## src/include/fto_regs.svh

```systemverilog
`ifndef FTO_REGS_SVH
`define FTO_REGS_SVH

// ==========================================
// register indices, byte address = index * 4
`define FTO_IDX_T1_AMP      7'h0E
`define FTO_IDX_T1_FREQ     7'h0F
`define FTO_IDX_T1_TIMER    7'h10
`define FTO_IDX_KEY_DATA    7'h11
`define FTO_IDX_STATUS      7'h12
`define FTO_IDX_CUR_AMP     7'h13
`define FTO_IDX_CUR_FREQ    7'h14
`define FTO_IDX_RELOAD_CTRL 7'h20
`define FTO_IDX_SPACE_AMP   7'h63
`define FTO_IDX_SPACE_FREQ  7'h64
`define FTO_IDX_MARK_AMP    7'h65
`define FTO_IDX_MARK_FREQ   7'h66
`define FTO_IDX_S2M_GAIN    7'h67
`define FTO_IDX_M2S_GAIN    7'h68
`define FTO_IDX_KEY_CTRL    7'h6C
`define FTO_MEM_BASE        7'h63
`define FTO_MEM_LAST        7'h68

// ==========================================
// field positions
`define FTO_BIT_RELOAD_EN 6
`define FTO_BIT_KEY_EN    6
`define FTO_BIT_TONE_EN   0
`define FTO_BIT_DATA      0

// ==========================================
// reset values and arithmetic
`define FTO_RST_WORD   16'h0000
`define FTO_RST_BIT    1'b1
`define FTO_GAIN_SHIFT 14

// ==========================================
// timing
`define FTO_SAMPLE_NS 125000
`define FTO_CLK_NS    10

`endif

```

## src/include/fto_pkg.sv

```systemverilog
`include "fto_regs.svh"

package fto_pkg;

    // ==========================================
    // types
    typedef struct packed {
        logic [15:0] amp;
        logic [15:0] freq;
    } fto_coeff_t;

    typedef enum logic [2:0] {
        FTO_IDLE  = 3'h0,
        FTO_AMP   = 3'h1,
        FTO_FREQ  = 3'h3,
        FTO_GAIN  = 3'h2,
        FTO_APPLY = 3'h6
    } fto_state_t;

    // ==========================================
    // helpers
    function automatic logic [15:0] fto_merge(input logic [15:0] old, input logic [15:0] wd,
                                              input logic [1:0] be);
        fto_merge = {be[1] ? wd[15:8] : old[15:8], be[0] ? wd[7:0] : old[7:0]};
    endfunction

    // unsigned scale, saturates instead of wrapping so a large gain cannot fold the level
    function automatic logic [15:0] fto_scale(input logic [15:0] a, input logic [15:0] g);
        logic [31:0] p;
        logic [31:0] s;
        p = a * g;
        s = p >> `FTO_GAIN_SHIFT;
        fto_scale = (s[31:16] != 16'h0000) ? 16'hFFFF : s[15:0];
    endfunction

endpackage

```

## src/verilog/fto_coeff_mem.sv

```systemverilog
`timescale 1ns/1ps

module fto_coeff_mem #(
    parameter int W = 16,
    parameter int DEPTH = 8,
    parameter int AW = 3
) (
    input wire logic ref_clk,
    input wire logic sys_rst,
    input wire logic [AW-1:0] a_addr,
    input wire logic a_we,
    input wire logic [W-1:0] a_wdata,
    output logic [W-1:0] a_rdata,
    input wire logic [AW-1:0] b_addr,
    output logic [W-1:0] b_rdata
);
    logic [W-1:0] mem_reg [DEPTH];
    logic [W-1:0] a_rdata_reg;
    logic [W-1:0] b_rdata_reg;

    // ==========================================
    // storage, cleared so that an unwritten word reads as zero
    always_ff @(posedge ref_clk) begin
        if (sys_rst) begin
            for (int i = 0; i < DEPTH; i++) begin
                mem_reg[i] <= '0;
            end
        end else if (a_we) begin
            mem_reg[a_addr] <= a_wdata;
        end
    end

    // ==========================================
    // registered read ports
    always_ff @(posedge ref_clk) begin
        if (sys_rst) begin
            a_rdata_reg <= '0;
            b_rdata_reg <= '0;
        end else begin
            a_rdata_reg <= mem_reg[a_addr];
            b_rdata_reg <= mem_reg[b_addr];
        end
    end

    assign a_rdata = a_rdata_reg;
    assign b_rdata = b_rdata_reg;
endmodule

```

## src/verilog/fto_fsk_tone_osc.sv

```systemverilog
`timescale 1ns/1ps
`include "fto_regs.svh"

// Behaviour
// space bit takes space amplitude word
// space bit takes space frequency word
// mark bit takes mark amplitude word
// mark bit takes mark frequency word
// with keying on, timer expiry loads keying words, not normal
// space-to-mark scales amplitude by its gain
// mark-to-space scales amplitude by its gain
// keying needs both enable bits set
// phase kept across coefficient swaps
module fto_fsk_tone_osc import fto_pkg::*; #(
    parameter int SAMPLE_DIV = `FTO_SAMPLE_NS / `FTO_CLK_NS
) (
    input wire logic ref_clk,
    input wire logic sys_rst,
    input wire logic [8:0] avs_address,
    input wire logic avs_read,
    input wire logic avs_write,
    input wire logic [31:0] avs_writedata,
    input wire logic [3:0] avs_byteenable,
    output logic [31:0] avs_readdata,
    output logic avs_waitrequest,
    output logic [15:0] tone1_level,
    output logic tone1_level_valid,
    output logic keying_active
);
    // ==========================================
    // declarations
    logic [6:0] bus_idx;
    logic req;
    logic in_mem;
    logic pend_reg;
    logic wait_reg;
    logic [31:0] rdata_reg;
    logic [31:0] rdata_next;
    logic [15:0] reload_ctrl_reg;
    logic [15:0] key_ctrl_reg;
    logic [15:0] t1_amp_reg;
    logic [15:0] t1_freq_reg;
    logic [15:0] t1_timer_reg;
    logic [15:0] key_data_reg;
    logic [15:0] timer_cnt_reg;
    logic [15:0] mem_a_rdata;
    logic [15:0] eng_rdata;
    logic [2:0] eng_addr;
    logic [2:0] bus_off;
    logic mem_we;
    logic tick;
    logic tone_en;
    logic keying_on;
    logic expire;
    logic bit_reg;
    logic prev_bit_reg;
    logic [15:0] amp_fetch_reg;
    logic [15:0] freq_fetch_reg;
    fto_coeff_t cur_reg;
    fto_state_t state_reg;
    logic [15:0] phase_reg;
    logic [15:0] level_reg;
    logic level_valid_reg;
    logic active_reg;
    logic [15:0] tri_wave;
    logic [1:0] be16;

    function automatic logic [2:0] mem_off(input logic [6:0] idx);
        logic [6:0] d;
        d = idx - `FTO_MEM_BASE;
        mem_off = d[2:0];
    endfunction

    // ==========================================
    // bus slave
    assign bus_idx = avs_address[8:2];
    assign req = avs_read | avs_write;
    assign be16 = avs_byteenable[1:0];
    assign in_mem = (bus_idx >= `FTO_MEM_BASE) && (bus_idx <= `FTO_MEM_LAST);
    assign bus_off = mem_off(bus_idx);
    assign mem_we = pend_reg & avs_write & in_mem;

    // two-cycle answer: the first edge starts the word fetch, the second answers
    always_ff @(posedge ref_clk) begin
        if (sys_rst) begin
            pend_reg <= 1'b0;
            wait_reg <= 1'b1;
        end else if (pend_reg) begin
            pend_reg <= 1'b0;
            wait_reg <= 1'b0;
        end else begin
            pend_reg <= req & wait_reg;
            wait_reg <= 1'b1;
        end
    end

    always_comb begin
        rdata_next = 32'h0000_0000;
        if (in_mem) begin
            rdata_next[15:0] = mem_a_rdata;
        end else begin
            unique case (bus_idx)
                `FTO_IDX_T1_AMP: rdata_next[15:0] = t1_amp_reg;
                `FTO_IDX_T1_FREQ: rdata_next[15:0] = t1_freq_reg;
                `FTO_IDX_T1_TIMER: rdata_next[15:0] = t1_timer_reg;
                `FTO_IDX_KEY_DATA: rdata_next[15:0] = key_data_reg;
                `FTO_IDX_STATUS: rdata_next[3:0] = {keying_on, bit_reg, prev_bit_reg, active_reg};
                `FTO_IDX_CUR_AMP: rdata_next[15:0] = cur_reg.amp;
                `FTO_IDX_CUR_FREQ: rdata_next[15:0] = cur_reg.freq;
                `FTO_IDX_RELOAD_CTRL: rdata_next[15:0] = reload_ctrl_reg;
                `FTO_IDX_KEY_CTRL: rdata_next[15:0] = key_ctrl_reg;
                default: rdata_next = 32'h0000_0000;
            endcase
        end
    end

    always_ff @(posedge ref_clk) begin
        if (sys_rst) begin
            rdata_reg <= 32'h0000_0000;
        end else if (pend_reg & avs_read) begin
            rdata_reg <= rdata_next;
        end
    end

    // ==========================================
    // software registers
    always_ff @(posedge ref_clk) begin
        if (sys_rst) begin
            reload_ctrl_reg <= `FTO_RST_WORD;
            key_ctrl_reg <= `FTO_RST_WORD;
            t1_amp_reg <= `FTO_RST_WORD;
            t1_freq_reg <= `FTO_RST_WORD;
            t1_timer_reg <= `FTO_RST_WORD;
            key_data_reg <= `FTO_RST_WORD;
        end else if (pend_reg & avs_write) begin
            unique case (bus_idx)
                `FTO_IDX_T1_AMP: t1_amp_reg <= fto_merge(t1_amp_reg, avs_writedata[15:0], be16);
                `FTO_IDX_T1_FREQ: t1_freq_reg <= fto_merge(t1_freq_reg, avs_writedata[15:0], be16);
                `FTO_IDX_T1_TIMER: t1_timer_reg <= fto_merge(t1_timer_reg, avs_writedata[15:0], be16);
                `FTO_IDX_KEY_DATA: key_data_reg <= fto_merge(key_data_reg, avs_writedata[15:0], be16);
                `FTO_IDX_RELOAD_CTRL: reload_ctrl_reg <= fto_merge(reload_ctrl_reg, avs_writedata[15:0], be16);
                `FTO_IDX_KEY_CTRL: key_ctrl_reg <= fto_merge(key_ctrl_reg, avs_writedata[15:0], be16);
                default: ;
            endcase
        end
    end

    fto_coeff_mem #(.W(16), .DEPTH(8), .AW(3)) u_mem (
        .ref_clk(ref_clk),
        .sys_rst(sys_rst),
        .a_addr(bus_off),
        .a_we(mem_we),
        .a_wdata(fto_merge(mem_a_rdata, avs_writedata[15:0], be16)),
        .a_rdata(mem_a_rdata),
        .b_addr(eng_addr),
        .b_rdata(eng_rdata)
    );

    // ==========================================
    // sample rate and active timer
    fto_tick_div #(.DIV(SAMPLE_DIV)) u_div (
        .ref_clk(ref_clk),
        .sys_rst(sys_rst),
        .tick(tick)
    );

    assign tone_en = reload_ctrl_reg[`FTO_BIT_TONE_EN];
    assign keying_on = reload_ctrl_reg[`FTO_BIT_RELOAD_EN] & key_ctrl_reg[`FTO_BIT_KEY_EN];
    assign expire = tick & tone_en & (timer_cnt_reg == 16'h0000) & (state_reg == FTO_IDLE);

    // timer counts samples; a busy fetch delays expiry by a sample, never loses it
    always_ff @(posedge ref_clk) begin
        if (sys_rst) begin
            timer_cnt_reg <= `FTO_RST_WORD;
        end else if (!tone_en) begin
            timer_cnt_reg <= t1_timer_reg;
        end else if (expire) begin
            timer_cnt_reg <= t1_timer_reg;
        end else if (tick && timer_cnt_reg != 16'h0000) begin
            timer_cnt_reg <= timer_cnt_reg - 16'h0001;
        end
    end

    // ==========================================
    // keying fetch engine
    always_comb begin
        unique case (state_reg)
            FTO_AMP: eng_addr = bit_reg ? mem_off(`FTO_IDX_MARK_AMP) : mem_off(`FTO_IDX_SPACE_AMP);
            FTO_FREQ: eng_addr = bit_reg ? mem_off(`FTO_IDX_MARK_FREQ) : mem_off(`FTO_IDX_SPACE_FREQ);
            FTO_GAIN: eng_addr = bit_reg ? mem_off(`FTO_IDX_S2M_GAIN) : mem_off(`FTO_IDX_M2S_GAIN);
            default: eng_addr = 3'h0;
        endcase
    end

    always_ff @(posedge ref_clk) begin
        if (sys_rst) begin
            state_reg <= FTO_IDLE;
        end else begin
            unique case (state_reg)
                FTO_IDLE: state_reg <= (expire && keying_on) ? FTO_AMP : FTO_IDLE;
                FTO_AMP: state_reg <= FTO_FREQ;
                FTO_FREQ: state_reg <= FTO_GAIN;
                FTO_GAIN: state_reg <= FTO_APPLY;
                FTO_APPLY: state_reg <= FTO_IDLE;
                default: state_reg <= FTO_IDLE;
            endcase
        end
    end

    always_ff @(posedge ref_clk) begin
        if (sys_rst) begin
            bit_reg <= `FTO_RST_BIT;
        end else if (expire && keying_on) begin
            bit_reg <= key_data_reg[`FTO_BIT_DATA];
        end
    end

    always_ff @(posedge ref_clk) begin
        if (sys_rst) begin
            amp_fetch_reg <= `FTO_RST_WORD;
            freq_fetch_reg <= `FTO_RST_WORD;
        end else begin
            if (state_reg == FTO_FREQ) begin
                amp_fetch_reg <= eng_rdata;
            end
            if (state_reg == FTO_GAIN) begin
                freq_fetch_reg <= eng_rdata;
            end
        end
    end

    // line idles at mark, so the first space after enabling counts as a transition
    always_ff @(posedge ref_clk) begin
        if (sys_rst) begin
            prev_bit_reg <= `FTO_RST_BIT;
        end else if (!keying_on) begin
            prev_bit_reg <= `FTO_RST_BIT;
        end else if (state_reg == FTO_APPLY) begin
            prev_bit_reg <= bit_reg;
        end
    end

    always_ff @(posedge ref_clk) begin
        if (sys_rst) begin
            cur_reg <= '0;
        end else if (expire && !keying_on) begin
            cur_reg <= '{amp: t1_amp_reg, freq: t1_freq_reg};
        end else if (state_reg == FTO_APPLY) begin
            cur_reg.freq <= freq_fetch_reg;
            cur_reg.amp <= (bit_reg != prev_bit_reg) ? fto_scale(amp_fetch_reg, eng_rdata) : amp_fetch_reg;
        end
    end

    // ==========================================
    // oscillator
    assign tri_wave = phase_reg[15] ? {~phase_reg[14:0], 1'b0} : {phase_reg[14:0], 1'b0};

    // phase accumulator is never cleared on reload, so keying stays phase-continuous
    always_ff @(posedge ref_clk) begin
        if (sys_rst) begin
            phase_reg <= `FTO_RST_WORD;
        end else if (tick && tone_en) begin
            phase_reg <= phase_reg + cur_reg.freq;
        end
    end

    always_ff @(posedge ref_clk) begin
        if (sys_rst) begin
            level_reg <= `FTO_RST_WORD;
            level_valid_reg <= 1'b0;
            active_reg <= 1'b0;
        end else begin
            level_valid_reg <= tick & tone_en;
            active_reg <= keying_on & tone_en;
            if (tick && tone_en) begin
                level_reg <= fto_scale(tri_wave, cur_reg.amp);
            end
        end
    end

    assign avs_readdata = rdata_reg;
    assign avs_waitrequest = wait_reg;
    assign tone1_level = level_reg;
    assign tone1_level_valid = level_valid_reg;
    assign keying_active = active_reg;
endmodule

```

## src/verilog/fto_tick_div.sv

```systemverilog
`timescale 1ns/1ps

module fto_tick_div #(
    parameter int DIV = 12500
) (
    input wire logic ref_clk,
    input wire logic sys_rst,
    output logic tick
);
    localparam int CW = (DIV > 1) ? $clog2(DIV) : 1;
    logic [CW-1:0] cnt_reg;
    logic tick_reg;

    // ==========================================
    // divider
    always_ff @(posedge ref_clk) begin
        if (sys_rst) begin
            cnt_reg <= '0;
            tick_reg <= 1'b0;
        end else if (cnt_reg == CW'(DIV - 1)) begin
            cnt_reg <= '0;
            tick_reg <= 1'b1;
        end else begin
            cnt_reg <= cnt_reg + CW'(1);
            tick_reg <= 1'b0;
        end
    end

    assign tick = tick_reg;
endmodule
```

## config.mk

```make
export PLATFORM = sky130hd
export DESIGN_NAME = fto_fsk_tone_osc
export DESIGN_NICKNAME = d
export VERILOG_FILES = /design/src/include/fto_pkg.sv /design/src/verilog/fto_coeff_mem.sv /design/src/verilog/fto_fsk_tone_osc.sv /design/src/verilog/fto_tick_div.sv
export VERILOG_INCLUDE_DIRS = /design/src /design/src/include
export SDC_FILE = /design/constraint.sdc
export NUM_CORES = 2
export LEC_CHECK = 0
export BUFFER_PORTS_ARGS = -buffer_cell sky130_fd_sc_hd__buf_2
export CAP_MARGIN = 5
export CORE_UTILIZATION = 40
export CTS_CLUSTER_SIZE = 40
export DETAILED_ROUTE_END_ITERATION = 8
export PLACE_DENSITY = 0.56
export SETUP_SLACK_MARGIN = 0.3
export SYNTH_ARGS = -nofsm -noshare
export SYNTH_HDL_FRONTEND = slang
export SYNTH_HIERARCHICAL = 1
export SYNTH_SLANG_ARGS = --single-unit
```

## constraint.sdc

```tcl
create_clock -name ref_clk -period 7.1 [get_ports ref_clk]
set_input_delay 1.42 -clock ref_clk [delete_from_list [all_inputs] [get_ports ref_clk]]
set_output_delay 1.42 -clock ref_clk [all_outputs]
set_load 0.005 [all_outputs]
```

# After elaboration in Yosys (flattened, before gate mapping)
# Memories as Yosys holds them, arrays and structs flattened. A register that Yosys moved wholly into a read port is not among the register bits.
# Cells that the tools add are included.
# W data, S select, Z words.
[totals] mem_count=1 elab_cells=124 in_bits=49 register_bits=248 ramBits=128
[op_classes] magnitude_cmp=2 n_reduce_logical=28 mul=2 add_sub_neg=4 muxes=30 n_eq_ne=16 n_bitwise=12
[mem_list] name="u_mem.mem_reg" depth=8 word_bits=16 read_ports=2 rd_ports_with_merged_regs=2 wr=8 line_no="fto_coeff_mem.sv:17" source="logic [W-1:0] mem_reg [DEPTH];"
[op_table] cell="$mux W16" count=9
[op_table] cell="$pmux W12 S8" count=1
[op_table] cell="$mul A16 B16 Y32" count=2
[op_table] cell="$mux W32" count=2
[op_table] cell="$reduce_bool A16 Y1" count=3
[op_table] cell="$pmux W4 S9" count=1
[op_table] cell="$reduce_and A3 Y1" count=12
[op_table] cell="$eq A7 B5 Y1 const B" count=5
[op_table] cell="$add A16 B16 Y16" count=1
[op_table] cell="$logic_not A16 Y1" count=1
[op_table] cell="$mux W8" count=2
[op_table] cell="$reduce_or A16 Y1" count=1
[op_table] cell="$sub A16 B1 Y16 const B" count=1
[op_table] cell="$not A15 Y15" count=1
[op_table] cell="$add A14 B1 Y14 const B" count=1
[op_table] cell="$eq A14 B14 Y1 const B" count=1
[op_table] cell="$eq A7 B4 Y1 const B" count=2
[op_table] cell="$pmux W3 S4" count=1
[op_table] cell="$mux W1" count=10
[op_table] cell="$and A1 B1 Y1" count=9
[op_table] cell="$pmux W3 S3" count=1
[op_table] cell="$eq A7 B6 Y1 const B" count=1
[op_table] cell="$eq A7 B7 Y1 const B" count=1
[op_table] cell="$ge A7 B7 Y1 const B" count=1
[op_table] cell="16 further kinds" count=24

# Depth between registers and ports, before layout
[depth] ltp_word=8 mapped_depth=27

# By module
# The synthesis kept the hierarchy.
[by_module_without_submodules] mod="fto_fsk_tone_osc" seq_area_each_um2=4664.5 cells_per_inst=3150 n_inst=1 area_per_inst_um2=26601.8
[by_module_without_submodules] mod="fto_coeff_mem" seq_area_each_um2=4484.3 cells_per_inst=525 n_inst=1 area_per_inst_um2=7606.0
[by_module_without_submodules] mod="fto_tick_div" seq_area_each_um2=300.3 cells_per_inst=72 n_inst=1 area_per_inst_um2=643.1

# Worst setup path before layout
# OpenSTA, ideal clock, no wires.
[synth_timing] path_type="reg-to-reg" start="register phase_reg[15]" end="register level_reg[10], in the netlist tone1_level[10]" arrival_time_ns=6.889 stages_incl_launch_ff=26 synth_period_minus_slack_ns=7.029 setup_time_ns=0.140 slack_ns=0.071 cell_sequence="dfxtp_1 buf_6 buf_1 xor2_1 clkbuf_1 nand2_1 fa_1 fa_1 fa_1 inv_1 fa_1 fa_1 inv_1 fa_1 inv_1 ha_1 and4_1 o21ai_0 a2111o_1 a21oi_1 o2111a_1 nor3_1 o21ai_2 mux2i_2 buf_6 a211oi_2"
[synth_via] elab_chain_cells=4
[synth_rtl] element="start: declaration" line_no="fto_fsk_tone_osc.sv:61" source="logic [15:0] phase_reg;"
[synth_rtl] element="start signal: assignment" line_no="fto_fsk_tone_osc.sv:261" source="phase_reg <= `FTO_RST_WORD;"
[synth_rtl] element="start signal: assignment" line_no="fto_fsk_tone_osc.sv:263" source="phase_reg <= phase_reg + cur_reg.freq;"
[synth_rtl] element="$mux W16 *" line_no="fto_fsk_tone_osc.sv:256" source="assign tri_wave = phase_reg[15] ? {~phase_reg[14:0], 1'b0} : {phase_reg[14:0], 1'b0};"
[synth_rtl] element="$mul A16 B16 Y32 *" line_no="fto_pkg.sv:31" source="p = a * g;"
[synth_rtl] element="$reduce_bool A16 Y1" line_no="fto_pkg.sv:33" source="fto_scale = (s[31:16] != 16'h0000) ? 16'hFFFF : s[15:0];"
[synth_rtl] element="$mux W16 *" line_no="fto_pkg.sv:33"
[synth_rtl] element="end signal: assignment" line_no="fto_fsk_tone_osc.sv:269" source="level_reg <= `FTO_RST_WORD;"
[synth_rtl] element="end signal: assignment" line_no="fto_fsk_tone_osc.sv:276" source="level_reg <= fto_scale(tri_wave, cur_reg.amp);"
[synth_rtl] element="end: declaration" line_no="fto_fsk_tone_osc.sv:62" source="logic [15:0] level_reg;"
# Every way passes the cells marked *; elsewhere a longest branch is shown, timed or not.
# A chain may end at the register's enable or synchronous reset.

# Final worst setup path
[layout_timing] start="register phase_reg[15]" end="register level_reg[11], in the netlist tone1_level[11]"
# Same word-level chain as after synthesis.

==> metrics.md <==
| Metric | Value |
|---|---|
| Iteration-0 DRC Markers | `1913` |
| PwrDens | `134 nW/um^2` |
| Layout area overhead | `11.0%` |
| Combinational share of power | `5.4%` |
| Worst Setup Start Kind | `register` |
| Achievable clock frequency | `150 MHz` |
| CTS tree | `yes` |
| Core box area | `85700 um^2` |
| CP Data Required Time | `7.53 ns` |
| WP data arrival | `7.10 ns` |
| Top-area cell type share of the netlist area | `21.4%` |
| Final GP Congestion | `0.863` |
| Clk root buf | `clkbuf_16` |
| Final Critical Period | `6.68 ns` |
| Sequential share of power | `47.9%` |
| Number of antenna-violating nets in the routed design | `0` |
| Die ar. | `88300 um^2` |
| Cells after DPL | `4857` |
| Main synth FF type | `dfxtp_1` |
| Buffers plus inverters on the worst setup path | `8` |
| Post-DP HPWL | `70100 um` |
| Max reg flops | `128` |
| Number of global-route vias before repair | `26500` |
| Kind of critical path | `reg -> reg` |
| First-pass DRT Iterations | `6` |
| Nets | `4420` |
| Die X | `297 um` |
| Seq/Total Area, Yosys | `27.1%` |
| CTS sink count | `408` |
| CTS H-tree depth | `2` |
| Hold WC Path Type | `reg -> reg` |
| Least-Margin Pin Slew | `1.14 ns` |
| Slew margin rel. | `23.6%` |
| CTS buffer count | `45` |
| Hold Fails Final Rpt | `0` |
| Count leader, synth | `nand2_1` |
| Switching Power | `0.00124 W` |
| Post-Route Utilization | `45.1%` |
| Starting density of the core | `40.7%` |
| Clk buf depth | `3` |
| Global-route wire length before repair | `152000 um` |
| EDFF count, synth | `128` |
| Diodes inserted | `0` |
| Die Y-Extent | `297 um` |
| Synth unique cells | `84` |
| Drt total wl | `96400 um` |
| Rows | `107` |
| Worst IR drop on VDD | `0.204 mV` |
| WL/cell | `19.5 um` |
| RSZ-0062 raised after global routing | `true` |
| CP delay by family, top | `adder cells` |
| Clock latency on the worst-skew pair | `0.60 ns` |
| CP dominant cell by count | `fa_1` |
| Synth Cell Area | `34900 um^2` |
| Final Instance Count excl. Fillers | `4956` |
| DRC | `0` |
| Via count | `26400` |
| Syn avg cell area | `9.30 um^2` |
| Grt ovf | `0` |
| Number of I/O port buffers | `63` |
| Top Ports | `100` |
| Pin count of the biggest net entering global routing | `136` |
| Synth Instances | `3747` |
| Total GRT Usage | `21.8%` |
| Clock power share | `46.8%` |
| CP peak stage delay | `0.56 ns` |
| Total Neg Setup Slack | `0 ns` |
| Critical path fanouts, max | `8` |
| Synth area leaders | `fa_1, dfxtp_1, edfxtp_1` |
| Initial antenna violation count | `0` |
| Share of layout cells above drive strength 1 | `11.1%` |
| Switching portion of total power | `23.9%` |
| Slew Viols, Final | `0` |
| Worst setup EP type | `register` |
| Leakage power | `16.8 nW` |
| Total of max-cap violations | `0` |
| # setup viols final | `0` |
| Ys Warns | `6` |
| Cell-internal power | `0.00395 W` |
| Status | `completed` |
| FF+latch count, synth | `408` |
| Post-synth ARST share | `0%` |
| CP max-delay cell | `fa_2` |
| Cell taking the most area after synthesis | `fa_1` |
| Vias per cell | `5.32` |
| Worst Skew | `0.0353 ns` |
| Commonest cells post-synth | `nand2_1, inv_1, fa_1, and2_1, dfxtp_1` |
| Period utilisation layout | `94.0%` |
| Fill cells | `8494` |
| CTS clk-pin slew, worst paths | `0.06 ns` |
## final timing paths
path / endpoint / cells after the start / startpoint / slack, ns
worst min-delay path: key_data_reg[8] / 2 / key_data_reg[8] / 0.45
worst max-delay path: tone1_level[11] / 26 / phase_reg[15] / 0.42
worst max register to register: tone1_level[11] / 26 / phase_reg[15] / 0.42
worst min register to register: key_data_reg[8] / 2 / key_data_reg[8] / 0.45
## worst register-to-register path, stage by stage, from the launching register on
cell and delay, ns:
dfxtp_4 0.36, clkbuf_16 0.17, xor2_4 0.17, buf_6 0.15
and2_4 0.16, fa_1 0.54, inv_2 0.04, fa_1 0.47
fa_2 0.56, inv_2 0.04, fa_1 0.45, fa_1 0.50
inv_2 0.04, fa_1 0.48, inv_2 0.05, ha_4 0.27
and4_4 0.21, o21ai_2 0.06, a2111o_1 0.40, a21oi_2 0.19
o2111a_2 0.24, nor3_2 0.05, buf_4 0.16, o21ai_4 0.15
mux2i_4 0.34, clkbuf_16 0.22, a211oi_2 0.06
## per-stage QoR
step           cell area, um^2  power, W  hold WS (ns)  worst slack [ns]
6_report                 38700   0.00519         0.454             0.425
2_1_floorplan            34900   0.00269         0.416             0.317
5_1_grt                  38700   0.00535         0.470             0.208
4_1_cts                  38300   0.00524         0.455             0.311
3_3_place_gp             36700   0.00281         0.442             0.263
3_5_place_dp             36700   0.00281         0.447             0.248
## layout by cell type, fill, tap and decap left out, types with 10 or more instances in the layout
cell / n
a311oi_1: 15
dfxtp_1: 267
fa_1: 370
dfxtp_2: 11
o22a_1: 32
inv_1: 436
nor2_1: 138
and2_1: 370
a21oi_1: 257
clkbuf_8: 12
a22o_1: 12
a222oi_1: 21
nand2b_1: 17
a211oi_2: 15
buf_2: 64
a21o_1: 32
mux4_2: 32
nand2_1: 550
o21a_1: 14
edfxtp_1: 128
a221oi_1: 34
conb_1: 16
mux2i_1: 80
o21ai_0: 48
clkbuf_16: 47
buf_4: 118
xor2_1: 23
ha_1: 218
nor3_1: 27
mux2_2: 17
xnor2_1: 40
and3_1: 10
nand3_1: 102
a31o_2: 11
or2_2: 13
a22oi_1: 18
## power groups by stage
stage / sequential [W] / combinational [W] / clock, W
global placement: 0.00253 / 0.000278 / 0
finish: 0.00248 / 0.000278 / 0.00243
global route: 0.00249 / 0.000297 / 0.00257
CTS: 0.00248 / 0.000279 / 0.00248
floorplan: 0.00252 / 0.000178 / 0
detailed placement: 0.00253 / 0.000279 / 0
## kinds of logic after synthesis
kind of cell / after synthesis / share of synthesized area, %
flip-flops: 408 / 27.1
adder cells (fa/ha/maj): 595 / 29.4
AND/OR/NAND/NOR: 1293 / 18.1
XOR/XNOR: 75 / 1.93
other: 1 / 0.0108
buffers and inverters: 674 / 7.70
multiplexers: 130 / 4.95
AO/OA/AOI/OAI: 571 / 10.8
## final cells by class
class / instances / area, um^2 / area share [%]
inverter: 442 / 1660 / 4.29
sequential: 408 / 9470 / 24.5
timing repair buffer: 199 / 1510 / 3.90
multi-input combinational: 2680 / 23100 / 59.6
clock inverter: 17 / 224 / 0.579
tap: 1144 / 1430 / 3.70
clock buffer: 66 / 1330 / 3.43
## metal layers
metal | GRT usage, % | vias up | wire length (um)
met5 | 0 | - | 0
met1 | 30.1 | 13300 | 44000
met2 | 36.1 | 619 | 45200
li1 | - | 12400 | -
met3 | 2.91 | 121 | 4910
met4 | 5.52 | 0 | 2250
## timing repair
| item | 4_1_cts | 5_1_grt |
|---|---|---|
| hold buffers | 0 | 0 |
| resized for setup | 2 | 59 |
| pin swaps | 1 | 13 |
| setup endpoints to repair | 16 | 32 |
| gates cloned | 0 | 4 |
| buffers inserted | 0 | 12 |
Note: power is estimated with default switching activity, not from simulation.
